==> src/shared/sfd_defines.svh <==
// constants of the starter fault, acknowledgement and echo logic
`ifndef SFD_DEFINES_SVH
`define SFD_DEFINES_SVH

// echo byte layout
`define SFD_ECHO_W 4
`define SFD_ECHO_UPPER 4'h0
`define SFD_CODE_NONE 4'h0
// parameter bit that picks faults (1) or warnings and messages (0)
`define SFD_FSEL_BIT 0
// priorities by code, code 15 in the top byte, 8'h10 is the lowest
`define SFD_FLT_PRIO 128'h0B_04_09_06_10_02_05_10_10_03_01_08_0A_07_10_10
`define SFD_MSG_PRIO 128'h10_10_10_0A_07_08_10_10_10_10_10_09_10_10_10_10
`define SFD_PRIO_NONE 8'h10
// codes that exist
`define SFD_FLT_VALID 16'hF67C
`define SFD_MSG_VALID 16'h1C10
// faults that always shut down (device error)
`define SFD_FORCED_SD 16'h0020

`endif

==> src/shared/sfd_pkg.sv <==
// state types of the starter fault, acknowledgement and echo logic
package sfd_pkg;

   // echo selector state
   typedef struct packed {
      logic [3:0] held_flt;
      logic [3:0] held_msg;
      logic [3:0] code;
      logic valid;
   } sfd_echo_st_t;

   // trip reset edge detector state
   typedef struct packed {
      logic both_prev;
      logic key_prev;
      logic on_prev;
      logic trip_ack;
      logic off_ack;
   } sfd_ack_st_t;

   // top level state
   typedef struct packed {
      logic [2:0] sync1;
      logic [2:0] sync2;
      logic shut;
      logic pme;
      logic group_alarm;
      logic group_fault;
      logic led_flash;
      logic led_steady;
      logic sf_led;
      logic cw_drive;
      logic ccw_drive;
      logic brake;
      logic echo_valid;
      logic [7:0] echo_byte;
   } sfd_top_st_t;

endpackage : sfd_pkg

==> src/shared/sfd_if.sv <==
// links between the starter top and its echo and acknowledgement parts
`timescale 1ns/1ps
interface sfd_if;
   logic [15:0] fault_act;
   logic [15:0] msg_act;
   logic req;
   logic sel;
   logic [3:0] echo_code;
   logic echo_valid;
   logic cw;
   logic ccw;
   logic key_o;
   logic trip_ack;
   logic off_ack;

   modport top (
      output fault_act, msg_act, req, sel, cw, ccw, key_o,
      input echo_code, echo_valid, trip_ack, off_ack
   );
   modport echo (
      input fault_act, msg_act, req, sel,
      output echo_code, echo_valid
   );
   modport ack (
      input cw, ccw, key_o,
      output trip_ack, off_ack
   );
endinterface : sfd_if

==> src/hdl/sfd_top.sv <==
// starter fault response, acknowledgement and parameter echo
//
// How it works
// RULE1 - master gets an echo by writing the parameter to the starter
// RULE2 - master job byte 0 is write parameter command 02
// RULE3 - master job byte 1 is the starter slave address
// RULE4 - master job byte 2: upper nibble zero, parameter bits below
// RULE5 - response byte holds echo code in bits 3..0, zeros above
// RULE6 - master always sends all four parameter bits
// RULE7 - alarm faults set group alarm, flash indicator, motor keeps running
// RULE8 - shutdown faults set group fault, steady lamps, motor and brake off
// RULE9 - mapping errors and device faults always shut down
// RULE10 - after shutdown stay off until fault gone and acknowledged
// RULE11 - both direction commands together acknowledge a trip
// RULE12 - key switch in O position acknowledges a trip
// RULE13 - autoreset option acknowledges faults without outside action
// RULE14 - opposite command acknowledges mapping errors only
// RULE15 - trip reset acts on the edge, once per held condition
// RULE16 - fault select bit picks fault codes or warning codes
// RULE17 - echo shows one top priority item until it clears
// RULE18 - parameter bits 1, 2 and bank switch bit are ignored
// RULE19 - acknowledge in the cycle the both commands condition appears; trip_ack here rises one cycle after it at the synchronised pins
`timescale 1ns/1ps
`include "sfd_defines.svh"
module sfd_top #(
   parameter bit HAS_KEY = 1'b1
) (
   // clock and reset
   input wire logic ref_clk,
   input wire logic rst,
   // parameter channel
   input wire logic param_wr_valid,
   input wire logic [3:0] param_wr_value,
   output logic echo_valid,
   output logic [7:0] echo_byte,
   // fault and message sources, one bit per code
   input wire logic [15:0] fault_act,
   input wire logic [15:0] msg_act,
   input wire logic proc_map_err,
   // configuration
   input wire logic [15:0] cfg_shutdown,
   input wire logic cfg_autoreset,
   // command pins
   input wire logic motor_cw_command,
   input wire logic motor_ccw_command,
   input wire logic key_switch_off,
   // status and indicators
   output logic group_alarm,
   output logic group_fault,
   output logic device_led_flash,
   output logic device_led_steady,
   output logic system_fault_indicator,
   // contact blocks
   output logic motor_cw_drive,
   output logic motor_ccw_drive,
   output logic brake_release
);
   sfd_pkg::sfd_top_st_t st;
   sfd_pkg::sfd_top_st_t next_st;
   logic [15:0] sd_mask;
   logic shut_now;
   logic alarm_now;
   logic ack_any;
   logic pme_ack;
   logic halted;

   sfd_if lk ();

   ////////////////////////////////////////////////////////////////
   // parts

   sfd_echo_sel u_echo (
      .ref_clk (ref_clk),
      .rst (rst),
      .lk (lk.echo)
   );

   sfd_ack_det u_ack (
      .ref_clk (ref_clk),
      .rst (rst),
      .lk (lk.ack)
   );

   ////////////////////////////////////////////////////////////////
   // interface feed: only the fault select bit steers the echo
   assign lk.fault_act = fault_act;
   assign lk.msg_act = msg_act;
   assign lk.req = param_wr_valid; // RULE1
   assign lk.sel = param_wr_value[`SFD_FSEL_BIT]; // RULE16 RULE18
   assign lk.cw = st.sync2[0];
   assign lk.ccw = st.sync2[1];
   assign lk.key_o = st.sync2[2] & HAS_KEY;

   ////////////////////////////////////////////////////////////////
   // fault classification and acknowledge sources
   always_comb begin
      sd_mask = cfg_shutdown | `SFD_FORCED_SD; // RULE9
      shut_now = |(fault_act & `SFD_FLT_VALID & sd_mask); // RULE8
      alarm_now = |(fault_act & `SFD_FLT_VALID & ~sd_mask); // RULE7
      ack_any = lk.trip_ack | cfg_autoreset; // RULE11 RULE12 RULE13
      pme_ack = ack_any | lk.off_ack; // RULE14
      halted = st.shut | st.pme;
   end

   ////////////////////////////////////////////////////////////////
   // next state
   always_comb begin
      next_st = st;
      // two stage synchronisers for the command pins
      next_st.sync1 = {key_switch_off, motor_ccw_command, motor_cw_command};
      next_st.sync2 = st.sync1;
      // shutdown latch: a present cause always wins over the acknowledge
      next_st.shut = shut_now | (st.shut & ~ack_any); // RULE8 RULE10
      // mapping error latch, always a shutdown
      next_st.pme = proc_map_err | (st.pme & ~pme_ack); // RULE9 RULE14
      // status and indicators
      next_st.group_fault = next_st.shut | next_st.pme; // RULE8
      next_st.group_alarm = alarm_now; // RULE7
      next_st.led_steady = next_st.group_fault; // RULE8
      next_st.sf_led = next_st.group_fault; // RULE8
      next_st.led_flash = alarm_now & ~next_st.group_fault; // RULE7
      // contact blocks: both commands is a reset request, never a run
      next_st.cw_drive = st.sync2[0] & ~st.sync2[1] & ~next_st.group_fault; // RULE7 RULE10
      next_st.ccw_drive = st.sync2[1] & ~st.sync2[0] & ~next_st.group_fault; // RULE7 RULE10
      next_st.brake = next_st.cw_drive | next_st.ccw_drive; // RULE8
      // echo answer
      next_st.echo_valid = lk.echo_valid;
      if (lk.echo_valid) begin
         next_st.echo_byte = {`SFD_ECHO_UPPER, lk.echo_code}; // RULE5
      end
   end

   // state register
   always_ff @(posedge ref_clk) begin
      if (rst) begin
         st <= '0;
      end else begin
         st <= next_st;
      end
   end

   ////////////////////////////////////////////////////////////////
   // outputs
   assign echo_valid = st.echo_valid;
   assign echo_byte = st.echo_byte;
   assign group_alarm = st.group_alarm;
   assign group_fault = st.group_fault;
   assign device_led_flash = st.led_flash;
   assign device_led_steady = st.led_steady;
   assign system_fault_indicator = st.sf_led;
   assign motor_cw_drive = st.cw_drive;
   assign motor_ccw_drive = st.ccw_drive;
   assign brake_release = st.brake;

   ////////////////////////////////////////////////////////////////
   // checks
   AST_ECHO_BYTE: assert property (@(posedge ref_clk) disable iff (rst) // RULE5
      param_wr_valid |-> ##2 echo_valid && echo_byte[7:4] == `SFD_ECHO_UPPER)
      else $error("echo missing or upper bits set");
   AST_SHUT_OFF: assert property (@(posedge ref_clk) disable iff (rst) // RULE8
      shut_now |=> group_fault && system_fault_indicator && device_led_steady
      && !motor_cw_drive && !motor_ccw_drive && !brake_release)
      else $error("shutdown fault left motor running");
   AST_ALARM_ONLY: assert property (@(posedge ref_clk) disable iff (rst) // RULE7
      alarm_now && !shut_now && !halted && !proc_map_err
      && st.sync2 == 3'h1 && !ack_any |=> group_alarm && device_led_flash
      && motor_cw_drive && brake_release)
      else $error("alarm fault stopped motor");
   AST_FORCED: assert property (@(posedge ref_clk) disable iff (rst) // RULE9
      |(fault_act & `SFD_FORCED_SD) || proc_map_err |=> group_fault)
      else $error("forced fault did not shut down");
   AST_NEEDS_ACK: assert property (@(posedge ref_clk) disable iff (rst) // RULE10
      st.shut ##1 !st.shut |-> $past(ack_any) && !$past(shut_now))
      else $error("restart without acknowledge");
   AST_AUTORESET: assert property (@(posedge ref_clk) disable iff (rst) // RULE13
      cfg_autoreset && st.shut && !shut_now |=> !st.shut)
      else $error("autoreset did not clear");
   AST_IGNORE_BITS: assert property (@(posedge ref_clk) disable iff (rst) // RULE18
      param_wr_valid |-> ##2 echo_byte[3:0] == ($past(param_wr_value[`SFD_FSEL_BIT], 2)
      ? $past(u_echo.st.held_flt, 2) : $past(u_echo.st.held_msg, 2)))
      else $error("ignored parameter bits steer echo");
   CVR_SHUTDOWN: cover property (@(posedge ref_clk) disable iff (rst)
      $fell(group_fault));
   CVR_ALARM: cover property (@(posedge ref_clk) disable iff (rst)
      device_led_flash && motor_cw_drive);
   CVR_PME_OFF: cover property (@(posedge ref_clk) disable iff (rst)
      st.pme && lk.off_ack && !proc_map_err);
endmodule : sfd_top

==> src/hdl/sfd_ack_det.sv <==
// trip reset and opposite command edge detector
`timescale 1ns/1ps
`include "sfd_defines.svh"
module sfd_ack_det (
   // clock and reset
   input wire logic ref_clk,
   input wire logic rst,
   // link to top
   sfd_if.ack lk
);
   sfd_pkg::sfd_ack_st_t st;
   sfd_pkg::sfd_ack_st_t next_st;
   logic both;
   logic on;

   // one pulse per rising edge of a reset condition
   always_comb begin
      both = lk.cw & lk.ccw;
      on = lk.cw | lk.ccw;
      next_st = st;
      next_st.both_prev = both;
      next_st.key_prev = lk.key_o;
      next_st.on_prev = on;
      next_st.trip_ack = (both & ~st.both_prev) | (lk.key_o & ~st.key_prev); // RULE11 RULE12 RULE15 RULE19
      next_st.off_ack = ~on & st.on_prev; // RULE14
   end

   // state register
   always_ff @(posedge ref_clk) begin
      if (rst) begin
         st <= '0;
      end else begin
         st <= next_st;
      end
   end

   assign lk.trip_ack = st.trip_ack;
   assign lk.off_ack = st.off_ack;

   ////////////////////////////////////////////////////////////////
   AST_BOTH_ACK: assert property (@(posedge ref_clk) disable iff (rst) // RULE19
      $rose(lk.cw & lk.ccw) |=> lk.trip_ack)
      else $error("both commands did not acknowledge");
   AST_ONE_SHOT: assert property (@(posedge ref_clk) disable iff (rst) // RULE15
      lk.trip_ack && $past(lk.cw & lk.ccw) && (lk.cw & lk.ccw)
      && $stable(lk.key_o) |=> !lk.trip_ack)
      else $error("held trip reset acknowledged twice");
   AST_KEY_ACK: assert property (@(posedge ref_clk) disable iff (rst) // RULE12
      $rose(lk.key_o) |=> lk.trip_ack)
      else $error("key switch did not acknowledge");
   CVR_TRIP: cover property (@(posedge ref_clk) disable iff (rst) lk.trip_ack);
endmodule : sfd_ack_det

==> src/hdl/sfd_echo_sel.sv <==
// parameter echo selector holding the top priority item
`timescale 1ns/1ps
`include "sfd_defines.svh"
module sfd_echo_sel (
   // clock and reset
   input wire logic ref_clk,
   input wire logic rst,
   // link to top
   sfd_if.echo lk
);
   sfd_pkg::sfd_echo_st_t st;
   sfd_pkg::sfd_echo_st_t next_st;

   // code of the active item with the best priority, none if idle
   function automatic logic [3:0] best(input logic [15:0] act, input logic [127:0] tab);
      logic [3:0] c;
      logic [7:0] p;
      c = `SFD_CODE_NONE;
      p = `SFD_PRIO_NONE;
      for (int i = 0; i < 16; i++) begin
         if (act[i] && tab[i*8 +: 8] < p) begin
            p = tab[i*8 +: 8];
            c = 4'(i);
         end
      end
      return c;
   endfunction : best

   // keep the held item until it clears, then pick again
   always_comb begin
      next_st = st;
      if (st.held_flt == `SFD_CODE_NONE || !lk.fault_act[st.held_flt]) begin // RULE17
         next_st.held_flt = best(lk.fault_act & `SFD_FLT_VALID, `SFD_FLT_PRIO);
      end
      if (st.held_msg == `SFD_CODE_NONE || !lk.msg_act[st.held_msg]) begin // RULE17
         next_st.held_msg = best(lk.msg_act & `SFD_MSG_VALID, `SFD_MSG_PRIO);
      end
      next_st.valid = lk.req;
      if (lk.req) begin
         next_st.code = lk.sel ? st.held_flt : st.held_msg; // RULE16
      end
   end

   // state register
   always_ff @(posedge ref_clk) begin
      if (rst) begin
         st <= '0;
      end else begin
         st <= next_st;
      end
   end

   assign lk.echo_code = st.code;
   assign lk.echo_valid = st.valid;

   ////////////////////////////////////////////////////////////////
   AST_SEL_FLT: assert property (@(posedge ref_clk) disable iff (rst) // RULE16
      lk.req && lk.sel |=> lk.echo_valid && lk.echo_code == $past(st.held_flt))
      else $error("fault echo not returned");
   AST_SEL_MSG: assert property (@(posedge ref_clk) disable iff (rst) // RULE16
      lk.req && !lk.sel |=> lk.echo_valid && lk.echo_code == $past(st.held_msg))
      else $error("message echo not returned");
   AST_HOLD_ITEM: assert property (@(posedge ref_clk) disable iff (rst) // RULE17
      st.held_flt != `SFD_CODE_NONE && lk.fault_act[st.held_flt] |=> $stable(st.held_flt))
      else $error("held fault replaced while present");
   CVR_FLT_ECHO: cover property (@(posedge ref_clk) disable iff (rst)
      lk.req && lk.sel && st.held_flt != `SFD_CODE_NONE);
endmodule : sfd_echo_sel

==> config.mk <==
export PLATFORM = sky130hd
export DESIGN_NAME = sfd_top
export DESIGN_NICKNAME = d
export VERILOG_FILES = /design/src/shared/sfd_pkg.sv /design/src/shared/sfd_if.sv /design/src/hdl/sfd_top.sv /design/src/hdl/sfd_ack_det.sv /design/src/hdl/sfd_echo_sel.sv
export VERILOG_INCLUDE_DIRS = /design/src /design/src/shared
export SDC_FILE = /design/constraint.sdc
export NUM_CORES = 1
export LEC_CHECK = 0
export ABC_AREA = 1
export CELL_PAD_IN_SITES_DETAIL_PLACEMENT = 0
export CELL_PAD_IN_SITES_GLOBAL_PLACEMENT = 1
export CORE_UTILIZATION = 25
export DETAILED_ROUTE_END_ITERATION = 10
export DONT_BUFFER_PORTS = 1
export PLACE_DENSITY_LB_ADDON = 0.1
export SLEW_MARGIN = 10
export SYNTH_ARGS = -nofsm -noshare
export SYNTH_HDL_FRONTEND = slang
export SYNTH_SLANG_ARGS = --single-unit
==> constraint.sdc <==
create_clock -name ref_clk -period 1.8 [get_ports ref_clk]
set_clock_uncertainty 0.15 [all_clocks]
set_input_delay 0.18 -clock ref_clk [delete_from_list [all_inputs] [get_ports ref_clk]]
set_output_delay 0.18 -clock ref_clk [all_outputs]
set_load 0.05 [all_outputs]
==> flow_summary.ini, run 1 <==
[hold_path]
hold_class = primary input to flip-flop
hold_depth = 4

[drt]
drtIter0Drc = 38
wl_um = 5430
avgViaCountPerCell = 4.45
dr.pass1.iters = 4
drcViolationCount = 0
wl_per_cell_um = 12.8
postRouteAntennaNets = 0
dr_total_vias = 1893

[placement]
port_buffers = 0
place_hpwl_um = 4200
place_congestion = 0.727

[timing]
maxSlewHeadroom = 0.562
fin_crit_ns = 1.64
finalMaxSlewViolations = 0
fmax_mhz = 610
fin_crit_sh = 0.910
worstMarginPinSlew_ns = 0.658
tns_ns = 0
setup_violations = 0
hold_violations = 0
rsz0062_at_grt = no

[worst_setup_path]
cpPeakStageDelay_ns = 0.41
path_buf_inv = 3
crit_family = compound AO/OA/AOI/OAI gates
cp_data_required_time_ns = 1.84
worst-path-stages = 10
path_class = flip-flop to flip-flop
worstPathCellList = buf_4 > nor2_1 > o21ai_1 > nor2_1 > o21ai_2 > nand2_4 > o21ai_1 > inv_1 > nand2_1 > inv_1
critPathSlowestCell = dfxtp_1
end_kind = flip-flop
startpoint_type = flip-flop
worstPathArrival_ns = 1.68
reg2regPathDepth = 10
path_max_fanout = 6

[yosys]
synth-seq-cells = 37
ys_types = 36
synth_common_cells = nor2_1 (50), nand2_1 (48), dfxtp_1 (37), inv_1 (33), a21oi_1 (19)
synth.largest_area_cell = dfxtp_1
syn_inst = 302
synthMuxAreaShare = 0
synth_area_mm2 = 0.00203
synth_top_family_by_area = simple AND/OR/NAND/NOR gates
synth.top_cell.area_share = 0.364
ys_seq_area_frac = 0.364
async_reset_ff_frac = 0
synth.most_common_cell = nor2_1
synthAdderAreaFrac = 0
yosysWarnings = 0
syn_area_per_cell_um2 = 6.73
synth_compound_area_frac = 0.222
synth-xor-area-share = 0
synthFlopType = dfxtp_1
synth_edf_count = 0
synthTopCellsByArea = dfxtp_1 (36%), nor2_1 (9.2%), nand2_1 (8.9%), inv_1 (6.1%), a21oi_1 (4.7%)
synthSimpleGateAreaFrac = 0.284

[cts]
clockRootBuffer = clkbuf_8
clockBufferDepth = 2
clkSlewWorstSetupHoldPaths_ns = 0.08
post_cts_buffers = 0
cts_tree = yes
cts_sinks = 37
cts-htree-levels = 2
cts_made_buffers = 5
insertion_delay_ns = 0.28

[die]
initial_utilization = 0.260
dieArea_mm2 = 0.00850
chipHeight_um = 92.2
rows = 32
die_w_um = 92.2
fp.coreArea_mm2 = 0.00781
io_pins = 77

[run]
cap_viol_max_count = 0

[finish]
area_growth_pct = 19.3
fin_nets = 382
drive_gt1_frac = 0.142
antenna_cells = 0
final_core_util = 0.311

[power]
power.density_mw_per_mm2 = 1080
p_leak_nw = 1.06
vdd_drop_max_mv = 0.506

[global_routing]
track_usage = 0.130
grt_antenna_before_repair = 0
grt_pass1_wl_um = 8770
overflow = 0
grt_max_degree = 16
grt_pass1_vias = 1842

[status]
status = complete, no violations
kinds of logic (layout without fill, tap and decap cells):
group	count (synthesis)	after routing
AO/OA/AOI/OAI	76	76
buffers and inverters	56	74
flip-flops	37	37
other	1	4
AND/OR/NAND/NOR	132	132
flip-flops by register name, indices dropped and copies added, names as in the netlist, 2 cells and up:
signal               flops
u_echo.st                8
u_echo.lk.echo_code      4
echo_byte                4
next_st                  3
st                       2
u_ack.st                 3
layer usage:
layer / up-vias / wire length, µm / track usage / share of wire
met5: - / 0 / 0 / 0
met4: 0 / 39 / 0.0313 / 0.0072
met3: 4 / 291 / 0.0357 / 0.054
met2: 43 / 2460 / 0.211 / 0.45
met1: 826 / 2640 / 0.171 / 0.49
li1: 1020 / - / - / -
worst register-to-register path, cell delays in order (launching register included):
cell	delay, ns
dfxtp_1	0.41
buf_4	0.15
nor2_1	0.04
o21ai_1	0.17
nor2_1	0.07
o21ai_2	0.20
nand2_4	0.09
o21ai_1	0.13
inv_1	0.05
nand2_1	0.06
inv_1	0.03
power breakdown:
group          internal, mW  switching [mW]  total, mW
Sequential            0.931           0.143       1.07
Clock                 0.275           0.312      0.587
Combinational         0.372           0.584      0.955
Total                  1.58            1.04       2.62
final timing paths:
kind | start | slack (ns) | to
max | u_echo.st[9]$_SDFFE_PP0P_ | 0.16 | u_echo.st[10]$_SDFFE_PP0P_
min | fault_act[5] | 0.02 | st[18]$_SDFF_PP0_
max reg2reg | u_echo.st[9]$_SDFFE_PP0P_ | 0.16 | u_echo.st[10]$_SDFFE_PP0P_
min reg2reg | next_st[20]$_SDFF_PP0_ | 0.25 | lk.ccw$_SDFF_PP0_
cell type report:
cell class	instances	area [µm²]
Clock buffer	5	68.8
Clock inverter	3	21.3
Fill cell	905	5380
Inverter	40	150
Multi-Input combinational cell	212	1070
Sequential cell	37	743
Tap cell	102	128
Timing Repair Buffer	26	240
placed cells by master, fill, tap and decap left out, drive strengths merged, types with 2 or more instances in the layout:
| cell | n |
|---|---|
| a21oi | 22 |
| a31oi | 2 |
| buf | 9 |
| clkbuf | 5 |
| conb | 4 |
| dfxtp | 37 |
| dlygate4sd3 | 16 |
| inv | 41 |
| nand2 | 52 |
| nand3 | 16 |
| nand4 | 4 |
| nor2 | 53 |
| nor3 | 4 |
| o211ai | 8 |
| o21ai | 35 |
| o22ai | 4 |
through the flow:
step	cell area (µm²)	power (mW)	std cells	hold WS, ns	worst slack (ns)
finish	2430	2.62	425	0.0200	0.161
global placement	2130	2.02	400	0.0976	0.110
CTS	2390	2.65	425	0.0146	0.0232
detailed placement	2130	2.01	400	0.0979	0.121
floorplan	2040	1.84	305	0.137	0.324
global route	2430	2.84	425	0.0384	0.00382
repair_timing:
action | in CTS | in global routing
hold buffers | 17 | 1
hold endpoints to repair | 30 | 1
gates resized for setup | 0 | 8
setup endpoints to repair | 0 | 4
Power figures use the tool's default switching activity.
==> inputs of run 2 (changes only) <==
--- a/config.mk
+++ b/config.mk
@@ -12,6 +12,7 @@
 export CORE_UTILIZATION = 25
 export DETAILED_ROUTE_END_ITERATION = 10
 export DONT_BUFFER_PORTS = 1
+export MAX_ROUTING_LAYER = met4
 export PLACE_DENSITY_LB_ADDON = 0.1
 export SLEW_MARGIN = 10
 export SYNTH_ARGS = -nofsm -noshare
==> run 2 against run 1 <==
  * Sequential cell count unchanged
  * Sequential share of layout area unchanged
  * Die area unchanged
  * Final area unchanged
  * Global-route usage up 0.35 points
==> flow_summary.ini, run 2 (synthesized netlist as in run 1, its figures left out) <==
[timing]
rsz0062_at_grt = no
setup_violations = 0
fin_crit_sh = 0.907
maxSlewHeadroom = 0.560
fin_crit_ns = 1.63
tns_ns = 0
hold_violations = 0
finalMaxSlewViolations = 0
fmax_mhz = 612
worstMarginPinSlew_ns = 0.660

[finish]
drive_gt1_frac = 0.142
final_cell_mix = nor2_1 (50), nand2_1 (48), dfxtp_1 (35), inv_1 (33), a21oi_1 (19)
mostFrequentLayoutCell = nor2_1
largest_register = u_echo.st
multi_input_area_mm2 = 0.00107
fin_nets = 382
antenna_cells = 0
largest_register_ffs = 8
design_area_mm2 = 0.00243
seq_area_um2 = 743
area_growth_pct = 19.3
fillCellCount = 905

[die]
initial_utilization = 0.260
io_pins = 77
rows = 32
dieArea_mm2 = 0.00850
fp.coreArea_mm2 = 0.00781
chipHeight_um = 92.2
die_w_um = 92.2

[cts]
cts_tree = yes
clkSlewWorstSetupHoldPaths_ns = 0.08
cts_sinks = 37
post_cts_buffers = 0
cts-htree-levels = 2
insertion_delay_ns = 0.28
clockBufferDepth = 2
clockRootBuffer = clkbuf_8
cts_made_buffers = 5

[global_routing]
grt_antenna_before_repair = 0
grt_max_degree = 16
track_usage = 0.134
grt_pass1_wl_um = 8750
overflow = 0
grt_pass1_vias = 1848

[power]
power.density_mw_per_mm2 = 1080
p_clk_frac = 0.224
power.internal_mw = 1.58
p_seq_frac = 0.411
vdd_drop_max_mv = 0.505
switching_share = 0.397
p_comb_frac = 0.365
p_sw_mw = 1.04
p_leak_nw = 1.06

[status]
status = complete, no violations

[drt]
avgViaCountPerCell = 4.45
wl_um = 5440
dr_total_vias = 1892
drcViolationCount = 0
drtIter0Drc = 39
postRouteAntennaNets = 0
dr.pass1.iters = 4
wl_per_cell_um = 12.8

[worst_setup_path]
reg2regPathDepth = 10
crit_end = u_echo.st[10]$_SDFFE_PP0P_
r2r_start = u_echo.st[9]$_SDFFE_PP0P_
cp_data_required_time_ns = 1.84
cp-startpoint = u_echo.st[9]$_SDFFE_PP0P_
startpoint_type = flip-flop
path_max_fanout = 6
path_class = flip-flop to flip-flop
end_kind = flip-flop
r2r-end = u_echo.st[10]$_SDFFE_PP0P_
worstPathArrival_ns = 1.67
reg2reg_slack_ns = 0.17

[placement]
place_congestion = 0.736
place_hpwl_um = 4200
port_buffers = 0
placed_area_mm2 = 0.00213

[run]
cap_viol_max_count = 0

[hold_path]
hold_class = primary input to flip-flop
[run 2: layout make-up]
class                   count  share of cell area
flip-flops and latches     37               0.306
clock buffers               5              0.0284
multi-input cells         212               0.443
repair buffers             26              0.0990
clock inverters             3             0.00877
well taps                 102              0.0526
inverters                  40              0.0619
[run 2: per-layer routing]
layer / vias up / GRT usage / share of wire
li1: 1019 / - / -
met1: 824 / 0.172 / 0.48
met2: 45 / 0.211 / 0.45
met3: 4 / 0.0332 / 0.057
met4: 0 / 0.0313 / 0.0066
met5: - / - / 0
[run 2: how the worst min path moves through the flow]
stage | from | endpoint | depth (start not counted)
global route | fault_act[5] | st[18]$_SDFF_PP0_ | 4
floorplan | motor_cw_command | next_st[19]$_SDFF_PP0_ | 2
CTS | msg_act[12] | u_echo.st[8]$_SDFFE_PP0P_ | 4
detailed placement | rst | u_echo.st[11]$_SDFFE_PP0P_ | 1
finish | fault_act[5] | st[18]$_SDFF_PP0_ | 4
global placement | rst | u_echo.st[11]$_SDFFE_PP0P_ | 1
[run 2: timing repair]
item / 4_1_cts / 5_1_grt
endpoints found under the setup margin: 0 / 4
hold buffers: 17 / 1
hold endpoints to repair: 30 / 1
gates resized for setup: 0 / 8
[run 2: stage by stage]
stage	utilization	power [mW]	hold slack [ns]	setup WS (ns)	std cells
floorplan	-	1.84	0.137	0.324	305
global placement	0.273	2.02	0.0976	0.110	400
detailed placement	0.273	2.01	0.0979	0.121	400
CTS	0.306	2.65	0.0146	0.0232	425
global route	0.311	2.84	0.0384	0.00382	425
finish	0.311	2.61	0.0199	0.167	425
[run 2: power groups by stage]
stage / logic [mW] / clock network, mW / registers, mW
5_1_grt: 1.08 / 0.657 / 1.10
2_1_floorplan: 0.810 / 0 / 1.03
6_report: 0.954 / 0.587 / 1.07
4_1_cts: 0.954 / 0.620 / 1.08
3_3_place_gp: 0.920 / 0 / 1.10
3_5_place_dp: 0.912 / 0 / 1.09
[run 2: worst max-delay path, cell delays in order (launching register included)]
cell and delay [ns]:
dfxtp_1 0.41, buf_4 0.15, nor2_1 0.04, o21ai_1 0.17, nor2_1 0.07, o21ai_2 0.20
nand2_4 0.09, o21ai_1 0.13, inv_1 0.05, nand2_1 0.06, inv_1 0.03
